File: src/hw/timer_pkg.sv
// Constants for the dual timer/counter unit
// Operation
// - With gate enabled, a timer counts only while its gate pin is high and run set.
// - Gated and running, the counter steps on each falling edge of its count pin.
// - Count select 1 counts pin events, 0 counts machine cycles.
// - Mode field 00 13-bit, 01 16-bit, 10 8-bit reload, 11 special.
// - Mode 0 uses 5 low bits plus high byte; low byte top 3 bits stay zero.
// - Mode 2 low byte counts; on overflow the high byte is reloaded into it.
// - Timer 1 in mode 11 stops.
// - Timer 0 in mode 11 becomes two independent 8-bit counters.
// - Split low byte uses run 0, gate, flag 0; high byte run 1, flag 1.
// - Overflow sets a flag; software or interrupt service clears it.
// - A cleared run bit holds its timer stopped; setting it starts it.
// - Falling edge on a gate pin sets its edge flag; service clears it.
// - Trigger type bit picks falling edge or low level for each external interrupt.
// - Timer counting steps once per machine cycle of twelve clocks.
// - Count pin falls are seen over two machine cycles; gate pin falls and low levels are sampled every clock.
package timer_pkg;
    localparam int unsigned CLK_PERIOD_NS = 10;
    localparam int unsigned CLKS_PER_MACHINE_CYCLE = 12;
    localparam logic [3:0] PRESCALE_LAST = 4'(CLKS_PER_MACHINE_CYCLE - 1);
    // Word offsets on the bus
    localparam logic [7:0] MODE_OFS = 8'h00;
    localparam logic [7:0] CTRL_OFS = 8'h04;
    localparam logic [7:0] LOW0_OFS = 8'h08;
    localparam logic [7:0] HIGH0_OFS = 8'h0C;
    localparam logic [7:0] LOW1_OFS = 8'h10;
    localparam logic [7:0] HIGH1_OFS = 8'h14;
    localparam logic [7:0] IRQ_STATUS_OFS = 8'h18;
    localparam logic [7:0] IRQ_ENABLE_OFS = 8'h1C;
    localparam logic [7:0] IRQ_CLEAR_OFS = 8'h20;
    // Mode register fields, timer 1 in the upper nibble
    localparam int unsigned MODE_T1_LSB = 4;
    localparam int unsigned MODE_SEL_LSB = 0;
    localparam int unsigned COUNT_SELECT_BIT = 2;
    localparam int unsigned GATE_ENABLE_BIT = 3;
    // Control register fields
    localparam int unsigned TRIGGER_TYPE_0_BIT = 0;
    localparam int unsigned EDGE_FLAG_0_BIT = 1;
    localparam int unsigned TRIGGER_TYPE_1_BIT = 2;
    localparam int unsigned EDGE_FLAG_1_BIT = 3;
    localparam int unsigned RUN_BIT_0_BIT = 4;
    localparam int unsigned OVERFLOW_FLAG_0_BIT = 5;
    localparam int unsigned RUN_BIT_1_BIT = 6;
    localparam int unsigned OVERFLOW_FLAG_1_BIT = 7;
    // Interrupt status layout
    localparam int unsigned EV_OVF0 = 0;
    localparam int unsigned EV_OVF1 = 1;
    localparam int unsigned EV_EXT0 = 2;
    localparam int unsigned EV_EXT1 = 3;
    localparam logic [1:0] MODE_13BIT = 2'h0;
    localparam logic [1:0] MODE_16BIT = 2'h1;
    localparam logic [1:0] MODE_RELOAD = 2'h2;
    localparam logic [1:0] MODE_SPECIAL = 2'h3;
    localparam logic [7:0] MODE_RESET = 8'h00;
    localparam logic [7:0] CTRL_RESET = 8'h00;
    localparam logic [7:0] COUNT_RESET = 8'h00;
    localparam logic [3:0] IRQ_RESET = 4'h0;
endpackage

File: src/hw/dual_timer_counter_unit.sv
// Two timer/counters with mode and control registers on a Wishbone slave
`timescale 1ns/1ps
module dual_timer_counter_unit (
    input wire logic sys_clk,
    input wire logic rst,
    input wire logic wb_cyc_i,
    input wire logic wb_stb_i,
    input wire logic wb_we_i,
    input wire logic [7:0] wb_adr_i,
    input wire logic [3:0] wb_sel_i,
    input wire logic [31:0] wb_dat_i,
    output logic [31:0] wb_dat_o,
    output logic wb_ack_o,
    input wire logic count_pin_0,
    input wire logic count_pin_1,
    input wire logic irq_gate_pin_0,
    input wire logic irq_gate_pin_1,
    input wire logic [3:0] svc_ack,
    output logic irq_o
);
    ////////////////////////////////////////////////////////////////////////////
    // Counter step: returns {overflow, high byte, low byte}
    function automatic logic [16:0] step(input logic [1:0] m, input logic [7:0] lo,
                                         input logic [7:0] hi);
        logic [13:0] s13;
        logic [16:0] s16;
        logic [8:0] s8;
        s13 = {1'b0, hi, lo[4:0]} + 14'h0001;
        s16 = {1'b0, hi, lo} + 17'h00001;
        s8 = {1'b0, lo} + 9'h001;
        case (m)
            timer_pkg::MODE_13BIT: step = {s13[13], s13[12:5], 3'h0, s13[4:0]};
            timer_pkg::MODE_16BIT: step = s16;
            timer_pkg::MODE_RELOAD: step = {s8[8], hi, s8[8] ? hi : s8[7:0]};
            default: step = {s8[8], hi, s8[7:0]};
        endcase
    endfunction

    ////////////////////////////////////////////////////////////////////////////
    // Registers
    logic [7:0] mode_ff;
    logic [7:0] ctrl_ff;
    logic [7:0] low0_ff;
    logic [7:0] high0_ff;
    logic [7:0] low1_ff;
    logic [7:0] high1_ff;
    logic [3:0] irq_status_ff;
    logic [3:0] irq_enable_ff;
    logic ack_ff;
    logic [31:0] dat_ff;
    logic [3:0] pre_ff;
    logic [1:0] cnt_meta_ff;
    logic [1:0] cnt_sync_ff;
    logic [1:0] cnt_smp_ff;
    logic [1:0] gate_meta_ff;
    logic [1:0] gate_sync_ff;
    logic [1:0] gate_prev_ff;

    ////////////////////////////////////////////////////////////////////////////
    // Bus slave: ack one cycle after the request, writes commit on the ack edge
    logic req;
    logic wr;
    logic [7:0] rd;
    assign req = wb_cyc_i & wb_stb_i;
    assign wr = req & wb_we_i & ack_ff & wb_sel_i[0];
    assign wb_ack_o = ack_ff;
    assign wb_dat_o = dat_ff;

    always_comb begin
        if (wb_adr_i == timer_pkg::MODE_OFS) begin
            rd = mode_ff;
        end else if (wb_adr_i == timer_pkg::CTRL_OFS) begin
            rd = ctrl_ff;
        end else if (wb_adr_i == timer_pkg::LOW0_OFS) begin
            rd = low0_ff;
        end else if (wb_adr_i == timer_pkg::HIGH0_OFS) begin
            rd = high0_ff;
        end else if (wb_adr_i == timer_pkg::LOW1_OFS) begin
            rd = low1_ff;
        end else if (wb_adr_i == timer_pkg::HIGH1_OFS) begin
            rd = high1_ff;
        end else if (wb_adr_i == timer_pkg::IRQ_STATUS_OFS) begin
            rd = {4'h0, irq_status_ff};
        end else if (wb_adr_i == timer_pkg::IRQ_ENABLE_OFS) begin
            rd = {4'h0, irq_enable_ff};
        end else begin
            rd = 8'h00;
        end
    end

    always_ff @(posedge sys_clk) begin
        if (rst) begin
            ack_ff <= 1'b0;
            dat_ff <= 32'h00000000;
        end else begin
            ack_ff <= req & ~ack_ff;
            if (req & ~ack_ff) begin
                dat_ff <= {24'h000000, rd};
            end
        end
    end

    ////////////////////////////////////////////////////////////////////////////
    // Machine cycle prescaler and pin synchronisers
    logic mc_tick;
    assign mc_tick = (pre_ff == timer_pkg::PRESCALE_LAST);

    always_ff @(posedge sys_clk) begin
        if (rst) begin
            pre_ff <= 4'h0;
        end else begin
            pre_ff <= mc_tick ? 4'h0 : pre_ff + 4'h1;
        end
    end

    always_ff @(posedge sys_clk) begin
        if (rst) begin
            cnt_meta_ff <= 2'h3;
            cnt_sync_ff <= 2'h3;
            gate_meta_ff <= 2'h3;
            gate_sync_ff <= 2'h3;
            gate_prev_ff <= 2'h3;
        end else begin
            cnt_meta_ff <= {count_pin_1, count_pin_0};
            cnt_sync_ff <= cnt_meta_ff;
            gate_meta_ff <= {irq_gate_pin_1, irq_gate_pin_0};
            gate_sync_ff <= gate_meta_ff;
            gate_prev_ff <= gate_sync_ff;
        end
    end

    // Count pins are looked at once per machine cycle, so a fall spans two samples
    logic [1:0] cnt_fall;
    assign cnt_fall = {2{mc_tick}} & cnt_smp_ff & ~cnt_sync_ff;

    always_ff @(posedge sys_clk) begin
        if (rst) begin
            cnt_smp_ff <= 2'h3;
        end else if (mc_tick) begin
            cnt_smp_ff <= cnt_sync_ff;
        end
    end

    ////////////////////////////////////////////////////////////////////////////
    // Count enables
    logic [1:0] m0;
    logic [1:0] m1;
    logic run0;
    logic run1;
    logic en0;
    logic en1;
    logic inc0;
    logic inc1;
    logic inc0_hi;
    logic split;
    logic [16:0] nxt_t0;
    logic [16:0] nxt_t1;
    logic [16:0] nxt_hi0;
    assign m0 = mode_ff[timer_pkg::MODE_SEL_LSB +: 2];
    assign m1 = mode_ff[timer_pkg::MODE_T1_LSB + timer_pkg::MODE_SEL_LSB +: 2];
    assign run0 = ctrl_ff[timer_pkg::RUN_BIT_0_BIT];
    assign run1 = ctrl_ff[timer_pkg::RUN_BIT_1_BIT];
    assign split = (m0 == timer_pkg::MODE_SPECIAL);
    assign en0 = run0 & (~mode_ff[timer_pkg::GATE_ENABLE_BIT] | gate_sync_ff[0]);
    assign en1 = run1 &
        (~mode_ff[timer_pkg::MODE_T1_LSB + timer_pkg::GATE_ENABLE_BIT] | gate_sync_ff[1]);
    assign inc0 = en0 & (mode_ff[timer_pkg::COUNT_SELECT_BIT] ? cnt_fall[0] : mc_tick);
    assign inc1 = en1 & (m1 != timer_pkg::MODE_SPECIAL) &
        (mode_ff[timer_pkg::MODE_T1_LSB + timer_pkg::COUNT_SELECT_BIT] ?
         cnt_fall[1] : mc_tick);
    // Split high byte is a plain machine-cycle timer on run 1
    assign inc0_hi = split & run1 & mc_tick;
    assign nxt_t0 = step(m0, low0_ff, high0_ff);
    assign nxt_t1 = step(m1, low1_ff, high1_ff);
    assign nxt_hi0 = step(timer_pkg::MODE_SPECIAL, high0_ff, 8'h00);

    logic ovf0;
    logic ovf1;
    assign ovf0 = inc0 & nxt_t0[16];
    // With timer 0 split, the high byte owns overflow flag 1
    assign ovf1 = split ? (inc0_hi & nxt_hi0[16]) : (inc1 & nxt_t1[16]);

    ////////////////////////////////////////////////////////////////////////////
    // Count bytes: a software write overrides a same-cycle step
    logic wr_low0;
    logic wr_high0;
    logic wr_low1;
    logic wr_high1;
    assign wr_low0 = wr & (wb_adr_i == timer_pkg::LOW0_OFS);
    assign wr_high0 = wr & (wb_adr_i == timer_pkg::HIGH0_OFS);
    assign wr_low1 = wr & (wb_adr_i == timer_pkg::LOW1_OFS);
    assign wr_high1 = wr & (wb_adr_i == timer_pkg::HIGH1_OFS);

    always_ff @(posedge sys_clk) begin
        if (rst) begin
            low0_ff <= timer_pkg::COUNT_RESET;
            high0_ff <= timer_pkg::COUNT_RESET;
        end else begin
            if (wr_low0) begin
                low0_ff <= wb_dat_i[7:0];
            end else if (inc0) begin
                low0_ff <= nxt_t0[7:0];
            end else if (m0 == timer_pkg::MODE_13BIT) begin
                low0_ff <= {3'h0, low0_ff[4:0]};
            end
            if (wr_high0) begin
                high0_ff <= wb_dat_i[7:0];
            end else if (split) begin
                if (inc0_hi) begin
                    high0_ff <= nxt_hi0[7:0];
                end
            end else if (inc0) begin
                high0_ff <= nxt_t0[15:8];
            end
        end
    end

    always_ff @(posedge sys_clk) begin
        if (rst) begin
            low1_ff <= timer_pkg::COUNT_RESET;
            high1_ff <= timer_pkg::COUNT_RESET;
        end else begin
            if (wr_low1) begin
                low1_ff <= wb_dat_i[7:0];
            end else if (inc1) begin
                low1_ff <= nxt_t1[7:0];
            end else if (m1 == timer_pkg::MODE_13BIT) begin
                low1_ff <= {3'h0, low1_ff[4:0]};
            end
            if (wr_high1) begin
                high1_ff <= wb_dat_i[7:0];
            end else if (inc1) begin
                high1_ff <= nxt_t1[15:8];
            end
        end
    end

    ////////////////////////////////////////////////////////////////////////////
    // Mode and control registers; hardware sets win over any clear
    logic [1:0] ext_set;
    logic ty0;
    logic ty1;
    logic wr_ctrl;
    assign ty0 = ctrl_ff[timer_pkg::TRIGGER_TYPE_0_BIT];
    assign ty1 = ctrl_ff[timer_pkg::TRIGGER_TYPE_1_BIT];
    // Type 1 is falling edge, type 0 is low level
    assign ext_set[0] = ty0 ? (gate_prev_ff[0] & ~gate_sync_ff[0]) : ~gate_sync_ff[0];
    assign ext_set[1] = ty1 ? (gate_prev_ff[1] & ~gate_sync_ff[1]) : ~gate_sync_ff[1];
    assign wr_ctrl = wr & (wb_adr_i == timer_pkg::CTRL_OFS);

    always_ff @(posedge sys_clk) begin
        if (rst) begin
            mode_ff <= timer_pkg::MODE_RESET;
        end else if (wr & (wb_adr_i == timer_pkg::MODE_OFS)) begin
            mode_ff <= wb_dat_i[7:0];
        end
    end

    logic [7:0] cbase;
    always_comb begin
        cbase = wr_ctrl ? wb_dat_i[7:0] : ctrl_ff;
        // Service acknowledge clears the flag unless software rewrote it
        if (!wr_ctrl) begin
            cbase[timer_pkg::OVERFLOW_FLAG_0_BIT] = ctrl_ff[timer_pkg::OVERFLOW_FLAG_0_BIT] &
                ~svc_ack[timer_pkg::EV_OVF0];
            cbase[timer_pkg::OVERFLOW_FLAG_1_BIT] = ctrl_ff[timer_pkg::OVERFLOW_FLAG_1_BIT] &
                ~svc_ack[timer_pkg::EV_OVF1];
            cbase[timer_pkg::EDGE_FLAG_0_BIT] = ctrl_ff[timer_pkg::EDGE_FLAG_0_BIT] &
                ~svc_ack[timer_pkg::EV_EXT0];
            cbase[timer_pkg::EDGE_FLAG_1_BIT] = ctrl_ff[timer_pkg::EDGE_FLAG_1_BIT] &
                ~svc_ack[timer_pkg::EV_EXT1];
        end
    end

    always_ff @(posedge sys_clk) begin
        if (rst) begin
            ctrl_ff <= timer_pkg::CTRL_RESET;
        end else begin
            ctrl_ff <= cbase;
            ctrl_ff[timer_pkg::OVERFLOW_FLAG_0_BIT] <=
                cbase[timer_pkg::OVERFLOW_FLAG_0_BIT] | ovf0;
            ctrl_ff[timer_pkg::OVERFLOW_FLAG_1_BIT] <=
                cbase[timer_pkg::OVERFLOW_FLAG_1_BIT] | ovf1;
            ctrl_ff[timer_pkg::EDGE_FLAG_0_BIT] <= cbase[timer_pkg::EDGE_FLAG_0_BIT] | ext_set[0];
            ctrl_ff[timer_pkg::EDGE_FLAG_1_BIT] <= cbase[timer_pkg::EDGE_FLAG_1_BIT] | ext_set[1];
        end
    end

    ////////////////////////////////////////////////////////////////////////////
    // Sticky interrupt status, write-one-to-clear, set wins
    logic [3:0] ev;
    logic [3:0] clr;
    assign ev = {ext_set[1], ext_set[0], ovf1, ovf0};
    assign clr = (wr & (wb_adr_i == timer_pkg::IRQ_CLEAR_OFS)) ? wb_dat_i[3:0] : 4'h0;
    assign irq_o = |(irq_status_ff & irq_enable_ff);

    always_ff @(posedge sys_clk) begin
        if (rst) begin
            irq_status_ff <= timer_pkg::IRQ_RESET;
            irq_enable_ff <= timer_pkg::IRQ_RESET;
        end else begin
            irq_status_ff <= (irq_status_ff & ~clr) | ev;
            if (wr & (wb_adr_i == timer_pkg::IRQ_ENABLE_OFS)) begin
                irq_enable_ff <= wb_dat_i[3:0];
            end
        end
    end
endmodule

File: config.mk
export PLATFORM = sky130hd
export DESIGN_NAME = dual_timer_counter_unit
export DESIGN_NICKNAME = d
export VERILOG_FILES = /design/src/hw/timer_pkg.sv /design/src/hw/dual_timer_counter_unit.sv
export SDC_FILE = /design/constraint.sdc
export NUM_CORES = 1
export LEC_CHECK = 0
export BUFFER_PORTS_ARGS = -buffer_cell sky130_fd_sc_hd__buf_2
export CAP_MARGIN = 20
export CORE_ASPECT_RATIO = 1.25
export CORE_UTILIZATION = 30
export DETAILED_ROUTE_END_ITERATION = 8
export GPL_ROUTABILITY_DRIVEN = 0
export PLACE_DENSITY = 0.57
export SLEW_MARGIN = 20
export SYNTH_ARGS = -nofsm -noshare
export SYNTH_HDL_FRONTEND = slang
export SYNTH_SLANG_ARGS = --single-unit
File: constraint.sdc
create_clock -name sys_clk -period 5.35 [get_ports sys_clk]
set_input_delay 0 -clock sys_clk [delete_from_list [all_inputs] [get_ports sys_clk]]
set_output_delay 0 -clock sys_clk [all_outputs]
set_load 0.005 [all_outputs]
Word level (Yosys, flattened, before mapping)
Index checks and enable logic that the tools add are counted.
Widths: inputs -> output; s select.
{"block": "word_totals", "word_cells": 146, "in_bits": 57, "register_bits": 81}
{"block": "op_classes", "addsub": 8, "n_reduce_logical": 15, "n_eq_ne": 18, "muxes": 34, "bitwise": 51}
{"cell": "$mux 8", "n": 20}
{"cell": "$pmux 17 s3", "n": 2}
{"cell": "$add 16x1->17 const B", "n": 2}
{"cell": "$eq 8x5->1 const B", "n": 4}
{"cell": "$and 1x1->1", "n": 29}
{"cell": "$add 13x1->14 const B", "n": 2}
{"cell": "$add 8x1->9 const B", "n": 3}
{"cell": "$eq 8x4->1 const B", "n": 2}
{"cell": "$mux 4", "n": 3}
{"cell": "$reduce_bool 3->1", "n": 4}
{"cell": "$mux 1", "n": 9}
{"cell": "$not 1->1", "n": 9}
{"cell": "$and 4x4->4", "n": 2}
{"cell": "$eq 8x3->1 const B", "n": 1}
{"cell": "$eq 8x6->1 const B", "n": 1}
{"cell": "$logic_not 8->1", "n": 1}
{"cell": "$eq 2x2->1 const B", "n": 3}
{"cell": "$or 1x1->1", "n": 6}
{"cell": "$reduce_bool 2->1", "n": 3}
{"cell": "$add 4x1->4 const B", "n": 1}
{"cell": "$and 2x2->2", "n": 2}
{"cell": "$eq 2x1->1 const B", "n": 2}
{"cell": "$eq 4x4->1 const B", "n": 1}
{"cell": "$logic_not 2->1", "n": 2}
{"cell": "other kinds (11)", "n": 12}

Depth between registers and ports, before layout
Gate-level depths: netlist of run 1.
{"block": "logic_depth", "ltp_word": 9, "ltp_mapped": 9}

Least setup slack after synthesis of run 1
No wires, ideal clock.
{"block": "synth_path", "kind": "reg2reg", "start": "register pre_ff[0]", "end": "register high1_ff[5]", "stages_incl_launch_ff": 10, "synth_period_minus_slack_ns": 1.946, "n_path_buf": 2, "setup_ns": 0.091, "setup_slack_ns": 3.404, "t_arrival_ns": 1.855, "cell_sequence": "dfxtp_1 -> ha_1 -> and3b_1 -> buf_2 -> and2_1 -> and2_1 -> buf_6 -> nand3_4 -> or3_1 -> a311oi_1"}
{"block": "synth_between", "elab_chain_len": 7}
{"element": "start: declaration", "line": "dual_timer_counter_unit.sv:51", "rtl": "logic [3:0] pre_ff;"}
{"element": "start signal: assignment", "line": "dual_timer_counter_unit.sv:112", "rtl": "pre_ff <= mc_tick ? 4'h0 : pre_ff + 4'h1;"}
{"element": "$eq 4x4->1 *", "line": "dual_timer_counter_unit.sv:106", "rtl": "assign mc_tick = (pre_ff == timer_pkg::PRESCALE_LAST);"}
{"element": "$and 2x2->2 (2 in series)", "line": "dual_timer_counter_unit.sv:134", "rtl": "assign cnt_fall = {2{mc_tick}} & cnt_smp_ff & ~cnt_sync_ff;"}
{"element": "$mux 1 *", "line": "dual_timer_counter_unit.sv:169", "rtl": "(mode_ff[timer_pkg::MODE_T1_LSB + timer_pkg::COUNT_SELECT_BIT] ?"}
{"element": "$and 1x1->1 *", "line": "dual_timer_counter_unit.sv:168", "rtl": "assign inc1 = en1 & (m1 != timer_pkg::MODE_SPECIAL) &"}
{"element": "$reduce_bool 2->1 (no line) *"}
{"element": "$reduce_and 3->1 (no line) *"}
{"element": "end signal: assignment", "line": "dual_timer_counter_unit.sv:221", "rtl": "high1_ff <= timer_pkg::COUNT_RESET;"}
{"element": "end signal: assignment", "line": "dual_timer_counter_unit.sv:231", "rtl": "high1_ff <= wb_dat_i[7:0];"}
{"element": "end signal: assignment", "line": "dual_timer_counter_unit.sv:233", "rtl": "high1_ff <= nxt_t1[15:8];"}
{"element": "end: declaration", "line": "dual_timer_counter_unit.sv:46", "rtl": "logic [7:0] high1_ff;"}
Mark *: on every way between the ends. The rest lies on a longest branch, timed or not.
A chain may end at the register's enable or synchronous reset.

Worst setup path after layout of run 1
{"block": "layout_path", "start": "register mode_ff[1]", "end": "register low0_ff[4]"}
{"block": "layout_between", "elab_chain_len": 4, "elab_cells_between_ends": 6}
{"element": "start: declaration", "line": "dual_timer_counter_unit.sv:41", "rtl": "logic [7:0] mode_ff;"}
{"element": "start signal: assignment", "line": "dual_timer_counter_unit.sv:253", "rtl": "mode_ff <= timer_pkg::MODE_RESET;"}
{"element": "start signal: assignment", "line": "dual_timer_counter_unit.sv:255", "rtl": "mode_ff <= wb_dat_i[7:0];"}
{"element": "$eq 2x2->1, or another cell as far along", "line": "dual_timer_counter_unit.sv:31", "rtl": "case (m)"}
{"element": "$pmux 17 s3 *", "line": "dual_timer_counter_unit.sv:31"}
{"element": "$mux 8 *", "line": "dual_timer_counter_unit.sv:201", "rtl": "end else if (inc0) begin"}
{"element": "$mux 8 *", "line": "dual_timer_counter_unit.sv:199", "rtl": "if (wr_low0) begin"}
{"element": "end signal: assignment", "line": "dual_timer_counter_unit.sv:200", "rtl": "low0_ff <= wb_dat_i[7:0];"}
{"element": "end signal: assignment", "line": "dual_timer_counter_unit.sv:202", "rtl": "low0_ff <= nxt_t0[7:0];"}
{"element": "end signal: assignment", "line": "dual_timer_counter_unit.sv:204", "rtl": "low0_ff <= {3'h0, low0_ff[4:0]};"}
{"element": "end: declaration", "line": "dual_timer_counter_unit.sv:43", "rtl": "logic [7:0] low0_ff;"}
Marks and branches as above.

==> results of run 1 <==
power by group:
group / switching, mW / internal (mW) / leakage, nW
clock: 0.263 / 0.402 / 0.152
combinational: 0.0630 / 0.0332 / 1.15
sequential: 0.00487 / 0.612 / 0.657
total: 0.331 / 1.05 / 1.96
cells in the mapped netlist, types with 11 or more instances:
master	instances
mux2i_1	14
a21oi_1	55
clkbuf_1	27
o21ai_0	37
inv_1	16
nor3_1	18
buf_4	27
buf_2	12
nand2_1	63
dfxtp_1	81
nor2_1	69
nand4_1	11
a211oi_1	11
nand3_1	37
or2_2	14
per-layer routing:
layer / vias up / wire, um / GRT usage [%]
met5: - / 0 / 0
met4: 0 / 618 / 9.50
met3: 38 / 875 / 2.91
met2: 185 / 8310 / 33.0
met1: 2416 / 6910 / 23.1
li1: 2471 / - / -
worst reg2reg max path, stage by stage, from the launching register on:
cell	delay (ns)
dfxtp_1	0.82
inv_1	0.42
nor4_4	0.55
a21oi_1	0.13
or3_1	0.38
a21oi_1	0.12
sequential cells by signal (all words and copies together), names as in the netlist:
register,cells
ctrl_ff,8
high0_ff,8
high1_ff,8
low0_ff,8
low1_ff,8
mode_ff,8
wb_dat_o,8
irq_enable_ff,4
irq_status_ff,4
pre_ff,4
cnt_meta_ff,2
cnt_smp_ff,2
cnt_sync_ff,2
gate_meta_ff,2
gate_prev_ff,2
gate_sync_ff,2
wb_ack_o,1
logic make-up after synthesis:
kind of cell    Yosys count
simple gates            281
compound gates          196
flops                    81
mux                      17
xor+xnor                 11
other cells               1
buf+inv                  85
fa+ha+maj                 4
final timing paths:
| path | start | to | slack [ns] | cells past startpoint |
|---|---|---|---|---|
| min reg2reg | gate_meta_ff[1] | gate_sync_ff[1] | 0.41 | 1 |
| max | mode_ff[1] | low0_ff[4] | 2.85 | 5 |
| min | svc_ack[2] | ctrl_ff[1] | 0.006 | 4 |
| max reg2reg | mode_ff[1] | low0_ff[4] | 2.85 | 5 |
area by class of cell:
class / instances / share of cell area [%]
Timing Repair Buffer: 51 / 5.36
Sequential cell: 81 / 28.0
Clock inverter: 3 / 0.799
Clock buffer: 13 / 4.67
Tap cell: 220 / 4.75
Multi-Input combinational cell: 533 / 55.4
Inverter: 16 / 1.04
through the flow:
stage	util [%]	hold WS, ns	instance area (um2)	worst slack (ns)	instances
final	34.4	0.00566	5790	2.85	917
after global routing	34.4	0.0147	5790	2.67	917
after CTS	34.4	0.00121	5790	2.84	917
after detailed placement	31.9	0.186	5380	2.85	891
after global placement	31.9	0.185	5380	2.83	891
after floorplan	-	0.104	5270	3.40	699
==> run metrics, run 1 <==
yosys warns 0; final setup fails 0; Netlist cell types 77; row count 53; area of the core 16800 um2; simple-gate share of the synthesized area 29.0%; Routed WL 16700 um; Initial Util 30.8%; GRT Resource Usage Total 19.1%; power density cells 238 nW/um2; vias per cell 5.57; DR pass1 iterations 5; Reg clk slew, reported paths 0.07 ns; DRC 0; crit share post-route 46.6%; grt total ovfl 0; CP Data Arrival Time 2.77 ns; hold_buf cts 10; Crit path largest cell delay 0.82 ns; ANT cells 0; Seq/Total Area, Yosys 31.3%; I/O Buffers 39; DIE AREA 17800 um2; slowest CP cell dfxtp_1; Max clock buf depth 2; synthesis-to-finish area growth 11.6%; Final TNS setup 0 ns; Die Span Y 149 um; most frequent CP cell a21oi_1; crit path buf inv count 1; Lkg Pwr 1.96 nW; synthesized instance count 676; Post-synth ARST share 0%; Critical Path RT 5.63 ns; drt first-iter violations 365; first-pass GRT wire length 26000 um; Post-synth EDFFs 0; Max Cap Violations 0; worst-margin pin slew 1.00 ns; post-synthesis mux area share 3.35%; Startpoint Class register; largest family of logic cells by synthesized area simple AND/OR/NAND/NOR gates; largest net degree at the start of global routing 53; delay-heaviest family, CP simple AND/OR/NAND/NOR gates; WS Path Type reg -> reg; Post-Synth Adder-Cell Area 0.965%; CTS tree yes; H-Tree Depth 3; Post-DP HPWL 12300 um; share of layout cells above drive strength 1 13.1%; biggest area consumer among synthesized cells dfxtp_1; IO Pins 91; Fin. Hold Viols 0; CP cell instances inv_1 -> nor4_4 -> a21oi_1 -> or3_1 -> a21oi_1; outcome finished clean; top-area cell type share of the netlist area 31.3%; CTS Sinks 81; Slew headroom 33.3%; Post-DRT Antenna Nets 0; average instance area after synthesis 7.67 um2; synthesized area 5190 um2; vias in the first global route 4605; Root Driver clkbuf_16; CTS resizes 0; Crit. End Element register; register area 1620 um2; Synth Flop Type dfxtp_1; maximum vdd ir drop 0.137 mV; Max Clock Freq 0.401 GHz; DR vias 5110; fillcell total 1812; post-CTS setup buffers 0; die width 120 um; Area contributors post-synth dfxtp_1 31%, a21oi_1 5.3%, nor2_1 5.0%; Worst Path Max Fanout 19; TritonCTS Buffers 9; commonest cells after routing, fill and taps aside 81 x dfxtp_1, 69 x nor2_1, 63 x nand2_1; post-synthesis compound-gate area fraction 25.0%; Multi-input gate area 3210 um2; commonest non-fill, non-tap cell in the layout dfxtp_1; RSZ-0062 raised after global routing false; Final Max Tran Viols 0; min Tclk post-route 2.50 ns; skew final 0.00998 ns; latest clock arrival within the worst-skew pair 0.35 ns; overall power 1.38 mW; Post-Synth XOR/XNOR Area 1.86%; Nets 753; initial antenna violation count 0; Hold Crit Class in -> reg; synthesized flop and latch total 81; drt wl/cell 18.2 um
(Power assumes the default switching activity.)
==> run 2, diff against run 1 <==
==> constraint.sdc (replaced) <==
create_clock -name sys_clk -period 2.4 [get_ports sys_clk]
set_input_delay 0 -clock sys_clk [delete_from_list [all_inputs] [get_ports sys_clk]]
set_output_delay 0 -clock sys_clk [all_outputs]
set_load 0.005 [all_outputs]
==> run metrics, run 2 (synthesis gave the netlist of run 1 again) <==
outcome finished clean (unchanged); CTS resizes 0 (unchanged); WS Path Type reg -> reg (unchanged); fin cells 945 (was 917); Slew headroom 41.9% (was 33.3%); Fin. Hold Viols 0 (unchanged); CTS Sinks 81 (unchanged); crit share post-route 91.9% (was 46.6%); Routed WL 17300 um (was 16700 um); vias per cell 5.57 (about the same); RSZ-0062 raised after global routing false (unchanged); IO Pins 91 (unchanged); die width 120 um (unchanged); Crit path largest cell delay 0.43 ns (was 0.82 ns); Max clock buf depth 2 (unchanged); DP Cell Count 923 (was 891); drt wl/cell 18.3 um (was 18.2 um); Max Cap Violations 0 (unchanged); ANT cells 0 (unchanged); dpl cell area 5620 um2 (was 5380 um2); latest clock arrival within the worst-skew pair 0.35 ns (about the same); vias in the first global route 4836 (was 4605); slowest CP cell dfxtp_1 (unchanged); design area 6020 um2 (was 5790 um2); GRT Resource Usage Total 19.7% (was 19.1%); min Tclk post-route 2.21 ns (was 2.50 ns); initial antenna violation count 0 (unchanged); row count 53 (unchanged); Nets 781 (was 753); DR vias 5259 (was 5110); Crit. End Element register (unchanged); Lkg Pwr 2.12 nW (was 1.96 nW); commonest cells after routing, fill and taps aside 81 x dfxtp_1, 69 x nor2_1, 63 x nand2_1 (unchanged); DR pass1 iterations 5 (unchanged); area of the core 16800 um2 (unchanged); Final Max Tran Viols 0 (unchanged); first-pass GRT wire length 26600 um (was 26000 um); DIE AREA 17800 um2 (unchanged); post-layout worst setup margin 0.194 ns (was 2.85 ns); crit path buf inv count 0 (was 1); Initial Util 30.8% (unchanged); CTS tree yes (unchanged); commonest non-fill, non-tap cell in the layout dfxtp_1 (unchanged); hold_buf cts 6 (was 10); post-CTS setup buffers 0 (unchanged); worst-margin pin slew 0.871 ns (was 1.00 ns); CP cell instances ha_1 -> nand4_1 -> nor3_1 -> o2111ai_1 -> or3_1 -> a311oi_1 (was inv_1 -> nor4_4 -> a21oi_1 -> or3_1 -> a21oi_1); dpl ws 0.232 ns (was 2.85 ns); delay-heaviest family, CP simple AND/OR/NAND/NOR gates (unchanged); H-Tree Depth 3 (unchanged); largest net degree at the start of global routing 43 (was 53); Post-DRT Antenna Nets 0 (unchanged); share of layout cells above drive strength 1 17.0% (was 13.1%); drt first-iter violations 477 (was 365); I/O Buffers 39 (unchanged); CP Data Arrival Time 2.47 ns (was 2.77 ns); Root Driver clkbuf_16 (unchanged); Critical Path RT 2.66 ns (was 5.63 ns); Worst Path Max Fanout 7 (was 19); DRC 0 (unchanged); skew final 0.00873 ns (was 0.00998 ns); power density cells 532 nW/um2 (was 238 nW/um2); synthesis-to-finish area growth 16.0% (was 11.6%); Post-DP HPWL 13100 um (was 12300 um); final setup fails 0 (unchanged); maximum vdd ir drop 0.244 mV (was 0.137 mV); grt total ovfl 0 (unchanged); overall power 3.20 mW (was 1.38 mW); Die Span Y 149 um (unchanged); Startpoint Class register (unchanged); Final TNS setup 0 ns (unchanged); Hold Crit Class in -> reg (unchanged); TritonCTS Buffers 9 (unchanged); Reg clk slew, reported paths 0.07 ns (about the same); Max Clock Freq 0.453 GHz (was 0.401 GHz)
-- run 2: worst register-to-register path, cell delays in order, from the launching register on --
cell and delay [ns]:
dfxtp_1 0.43, ha_1 0.20, nand4_1 0.23, nor3_1 0.30
o2111ai_1 0.31, or3_1 0.41, a311oi_1 0.24
-- run 2: final timing paths --
path | slack, ns | depth (start not counted) | from | to
worst max-delay path | 0.19 | 6 | low1_ff[0] | high1_ff[6]
worst min-delay path | 0.004 | 4 | svc_ack[3] | ctrl_ff[3]
worst max register to register | 0.19 | 6 | low1_ff[0] | high1_ff[6]
worst min register to register | 0.41 | 1 | gate_meta_ff[0] | gate_sync_ff[0]
-- run 2: power breakdown --
group / switching [mW] / internal, mW / total (mW)
Combinational: 0.143 / 0.0748 / 0.218
Clock: 0.585 / 1.02 / 1.61
Sequential: 0.0114 / 1.36 / 1.38
Total: 0.740 / 2.46 / 3.20
-- run 2: area by class of cell --
type | count | area (um2)
Clock buffer | 10 | 229
Clock inverter | 6 | 115
Fill cell | 1832 | 10800
Inverter | 16 | 60.1
Multi-Input combinational cell | 533 | 3210
Sequential cell | 81 | 1620
Tap cell | 220 | 275
Timing Repair Buffer | 79 | 510
-- run 2: per-stage QoR --
stage               util [%]  hold WS, ns
CTS                     35.7     0.000757
finish                  35.7      0.00395
global route            35.7       0.0215
floorplan                  -        0.104
detailed placement      33.3        0.186
global placement        33.3        0.187
-- run 2: per-layer routing --
metal | routed length [um] | track usage (%)
met5 | 0 | 0
met4 | 726 | 10.1
met1 | 6880 | 23.3
met2 | 8580 | 34.5
met3 | 1110 | 2.98
==> run 3, diff against run 2 <==
==> constraint.sdc (replaced) <==
create_clock -name sys_clk -period 2.85 [get_ports sys_clk]
set_input_delay 0 -clock sys_clk [delete_from_list [all_inputs] [get_ports sys_clk]]
set_output_delay 0 -clock sys_clk [all_outputs]
set_load 0.005 [all_outputs]
==> run metrics, run 3 (synthesis gave the netlist of run 1 again) <==
outcome finished clean (unchanged); drt first-iter violations 310 (was 477); share of layout cells above drive strength 1 15.0% (was 17.0%); Hold Crit Depth 4 (unchanged); delay-heaviest family, CP simple AND/OR/NAND/NOR gates (unchanged); Max Clock Freq 0.433 GHz (was 0.453 GHz); CP cell instances ha_1 -> nand4_1 -> nor3_1 -> o2111ai_1 -> or3_1 -> a311oi_1 (unchanged); Initial Util 30.8% (unchanged); power density cells 445 nW/um2 (was 532 nW/um2); Routed WL 17300 um (about the same); WS Path Type reg -> reg (unchanged); internal power 2.01 mW (was 2.46 mW); Crit path largest cell delay 0.44 ns (was 0.43 ns); Critical Path RT 3.12 ns (was 2.66 ns); Worst Path Max Fanout 7 (unchanged); Combinational Power Share 7.0% (was 6.8%); sequential power share 43.9% (was 43.0%); Post-DRT Antenna Nets 0 (unchanged); TritonCTS Buffers 9 (unchanged); source of the critical timing path low1_ff[0] (unchanged); first-pass GRT wire length 27300 um (was 26600 um); DIE AREA 17800 um2 (unchanged); die width 120 um (unchanged); CTS tree yes (unchanged); drt wl/cell 18.5 um (was 18.3 um); H-Tree Depth 3 (unchanged); final setup fails 0 (unchanged); crit path capture high1_ff[4] (was high1_ff[6]); CP Data Arrival Time 2.58 ns (was 2.47 ns); reg-to-reg endpoint high1_ff[4] (was high1_ff[6]); Max clock buf depth 2 (unchanged); vias in the first global route 4898 (was 4836); Crit. End Element register (unchanged); Hold Crit Class in -> reg (unchanged); Slew headroom 46.9% (was 41.9%); worst-margin pin slew 0.791 ns (was 0.871 ns); fillcell total 1808 (was 1832); Fin. Hold Viols 0 (unchanged); skew final 0.00758 ns (was 0.00873 ns); crit path buf inv count 0 (unchanged); min Tclk post-route 2.31 ns (was 2.21 ns); Post-DP HPWL 12900 um (was 13100 um); commonest non-fill, non-tap cell in the layout dfxtp_1 (unchanged); RSZ-0062 raised after global routing false (unchanged); Die Span Y 149 um (unchanged); crit share post-route 81.0% (was 91.9%); maximum vdd ir drop 0.224 mV (was 0.244 mV); IO Pins 91 (unchanged); Startpoint Class register (unchanged); latest clock arrival within the worst-skew pair 0.35 ns (about the same); overall power 2.64 mW (was 3.20 mW); DR vias 5177 (was 5259); slowest CP cell or3_1 (was dfxtp_1); DR pass1 iterations 5 (unchanged); area of the core 16800 um2 (unchanged); synthesis-to-finish area growth 14.3% (was 16.0%); GRT Resource Usage Total 20.1% (was 19.7%); Root Driver clkbuf_16 (unchanged); ANT cells 0 (unchanged); largest net degree at the start of global routing 37 (was 43); worst reg-to-reg setup slack 0.54 ns (was 0.19 ns); commonest cells after routing, fill and taps aside 81 x dfxtp_1, 69 x nor2_1, 63 x nand2_1 (unchanged); CTS resizes 0 (unchanged); vias per cell 5.55 (was 5.57); row count 53 (unchanged); Max Cap Violations 0 (unchanged); post-layout util 35.2% (was 35.7%); Final TNS setup 0 ns (unchanged); worst r2r src low1_ff[0] (unchanged); Nets 768 (was 781); Clk pwr share 49.1% (was 50.2%); initial antenna violation count 0 (unchanged); Reg clk slew, reported paths 0.07 ns (about the same); Sw Pwr 0.626 mW (was 0.740 mW); Crit. path cell count 6 (unchanged); worst r2r path cells 6 (unchanged); Lkg Pwr 2.05 nW (was 2.12 nW); DRC 0 (unchanged); CTS Sinks 81 (unchanged); switching part of the total 23.8% (was 23.1%); Final Max Tran Viols 0 (unchanged); I/O Buffers 39 (unchanged); grt total ovfl 0 (unchanged)
[run 3: cell types whose count changed in the layout (fill, tap and decap cells not counted), sizes merged]
cell | previous run | this run
dlygate4sd3 | 6 | 10
clkinv | 1 | 2
buf | 73 | 56
bufinv | 3 | 2
[run 3: cell type report]
class,instances,area (um2),share of cell area [%]
clock buffers,10,239,4.03
clock inverters,6,90.1,1.52
inverters,16,60.1,1.01
multi-input cells,533,3210,54.1
flip-flops and latches,81,1620,27.3
well taps,220,275,4.64
repair buffers,66,435,7.34
[run 3: worst min path at each step]
stage | startpoint | to | slack [ns]
finish | svc_ack[2] | ctrl_ff[1] | 0.02
global route | svc_ack[2] | ctrl_ff[1] | 0.03
CTS | svc_ack[1] | ctrl_ff[7] | 0.01
detailed placement | count_pin_0 | cnt_meta_ff[0] | 0.19
global placement | count_pin_0 | cnt_meta_ff[0] | 0.19
floorplan | count_pin_0 | cnt_meta_ff[0] | 0.10
[run 3: worst reg2reg max path, stage by stage, from the launching register on]
cell and delay, ns:
dfxtp_1 0.42, ha_1 0.27, nand4_1 0.25, nor3_1 0.24, o2111ai_1 0.36, or3_1 0.44, a311oi_1 0.25
[run 3: power by group through the flow]
stage	Combinational [mW]	Clock, mW	Sequential [mW]
finish	0.185	1.29	1.16
CTS	0.185	1.32	1.16
detailed placement	0.174	0	1.18
global placement	0.174	0	1.18
floorplan	0.122	0	1.18
global route	0.202	1.39	1.16
[run 3: repair_timing]
action                                  4_1_cts  5_1_grt
buffers inserted                              0        0
endpoints found under the hold margin        14        0
hold buffers                                 10        0
endpoints found under the setup margin        0        0
[run 3: routing by layer]
metal  vias to the layer above  share of wire (%)  GRT usage, %
li1                       2503                  -             -
met1                      2457                 40          23.7
met4                         0                4.0          10.6
met2                       178                 51          34.2
met3                        39                5.1          4.13
met5                         -                  0             0
[run 3: per-stage QoR]
step | cells | setup WS (ns) | area, um2 | hold slack, ns
after global placement | 906 | 0.567 | 5500 | 0.194
after detailed placement | 906 | 0.536 | 5500 | 0.192
final | 932 | 0.542 | 5930 | 0.0207
after floorplan | 699 | 0.904 | 5270 | 0.104
after CTS | 932 | 0.531 | 5930 | 0.0113
after global routing | 932 | 0.234 | 5930 | 0.0296
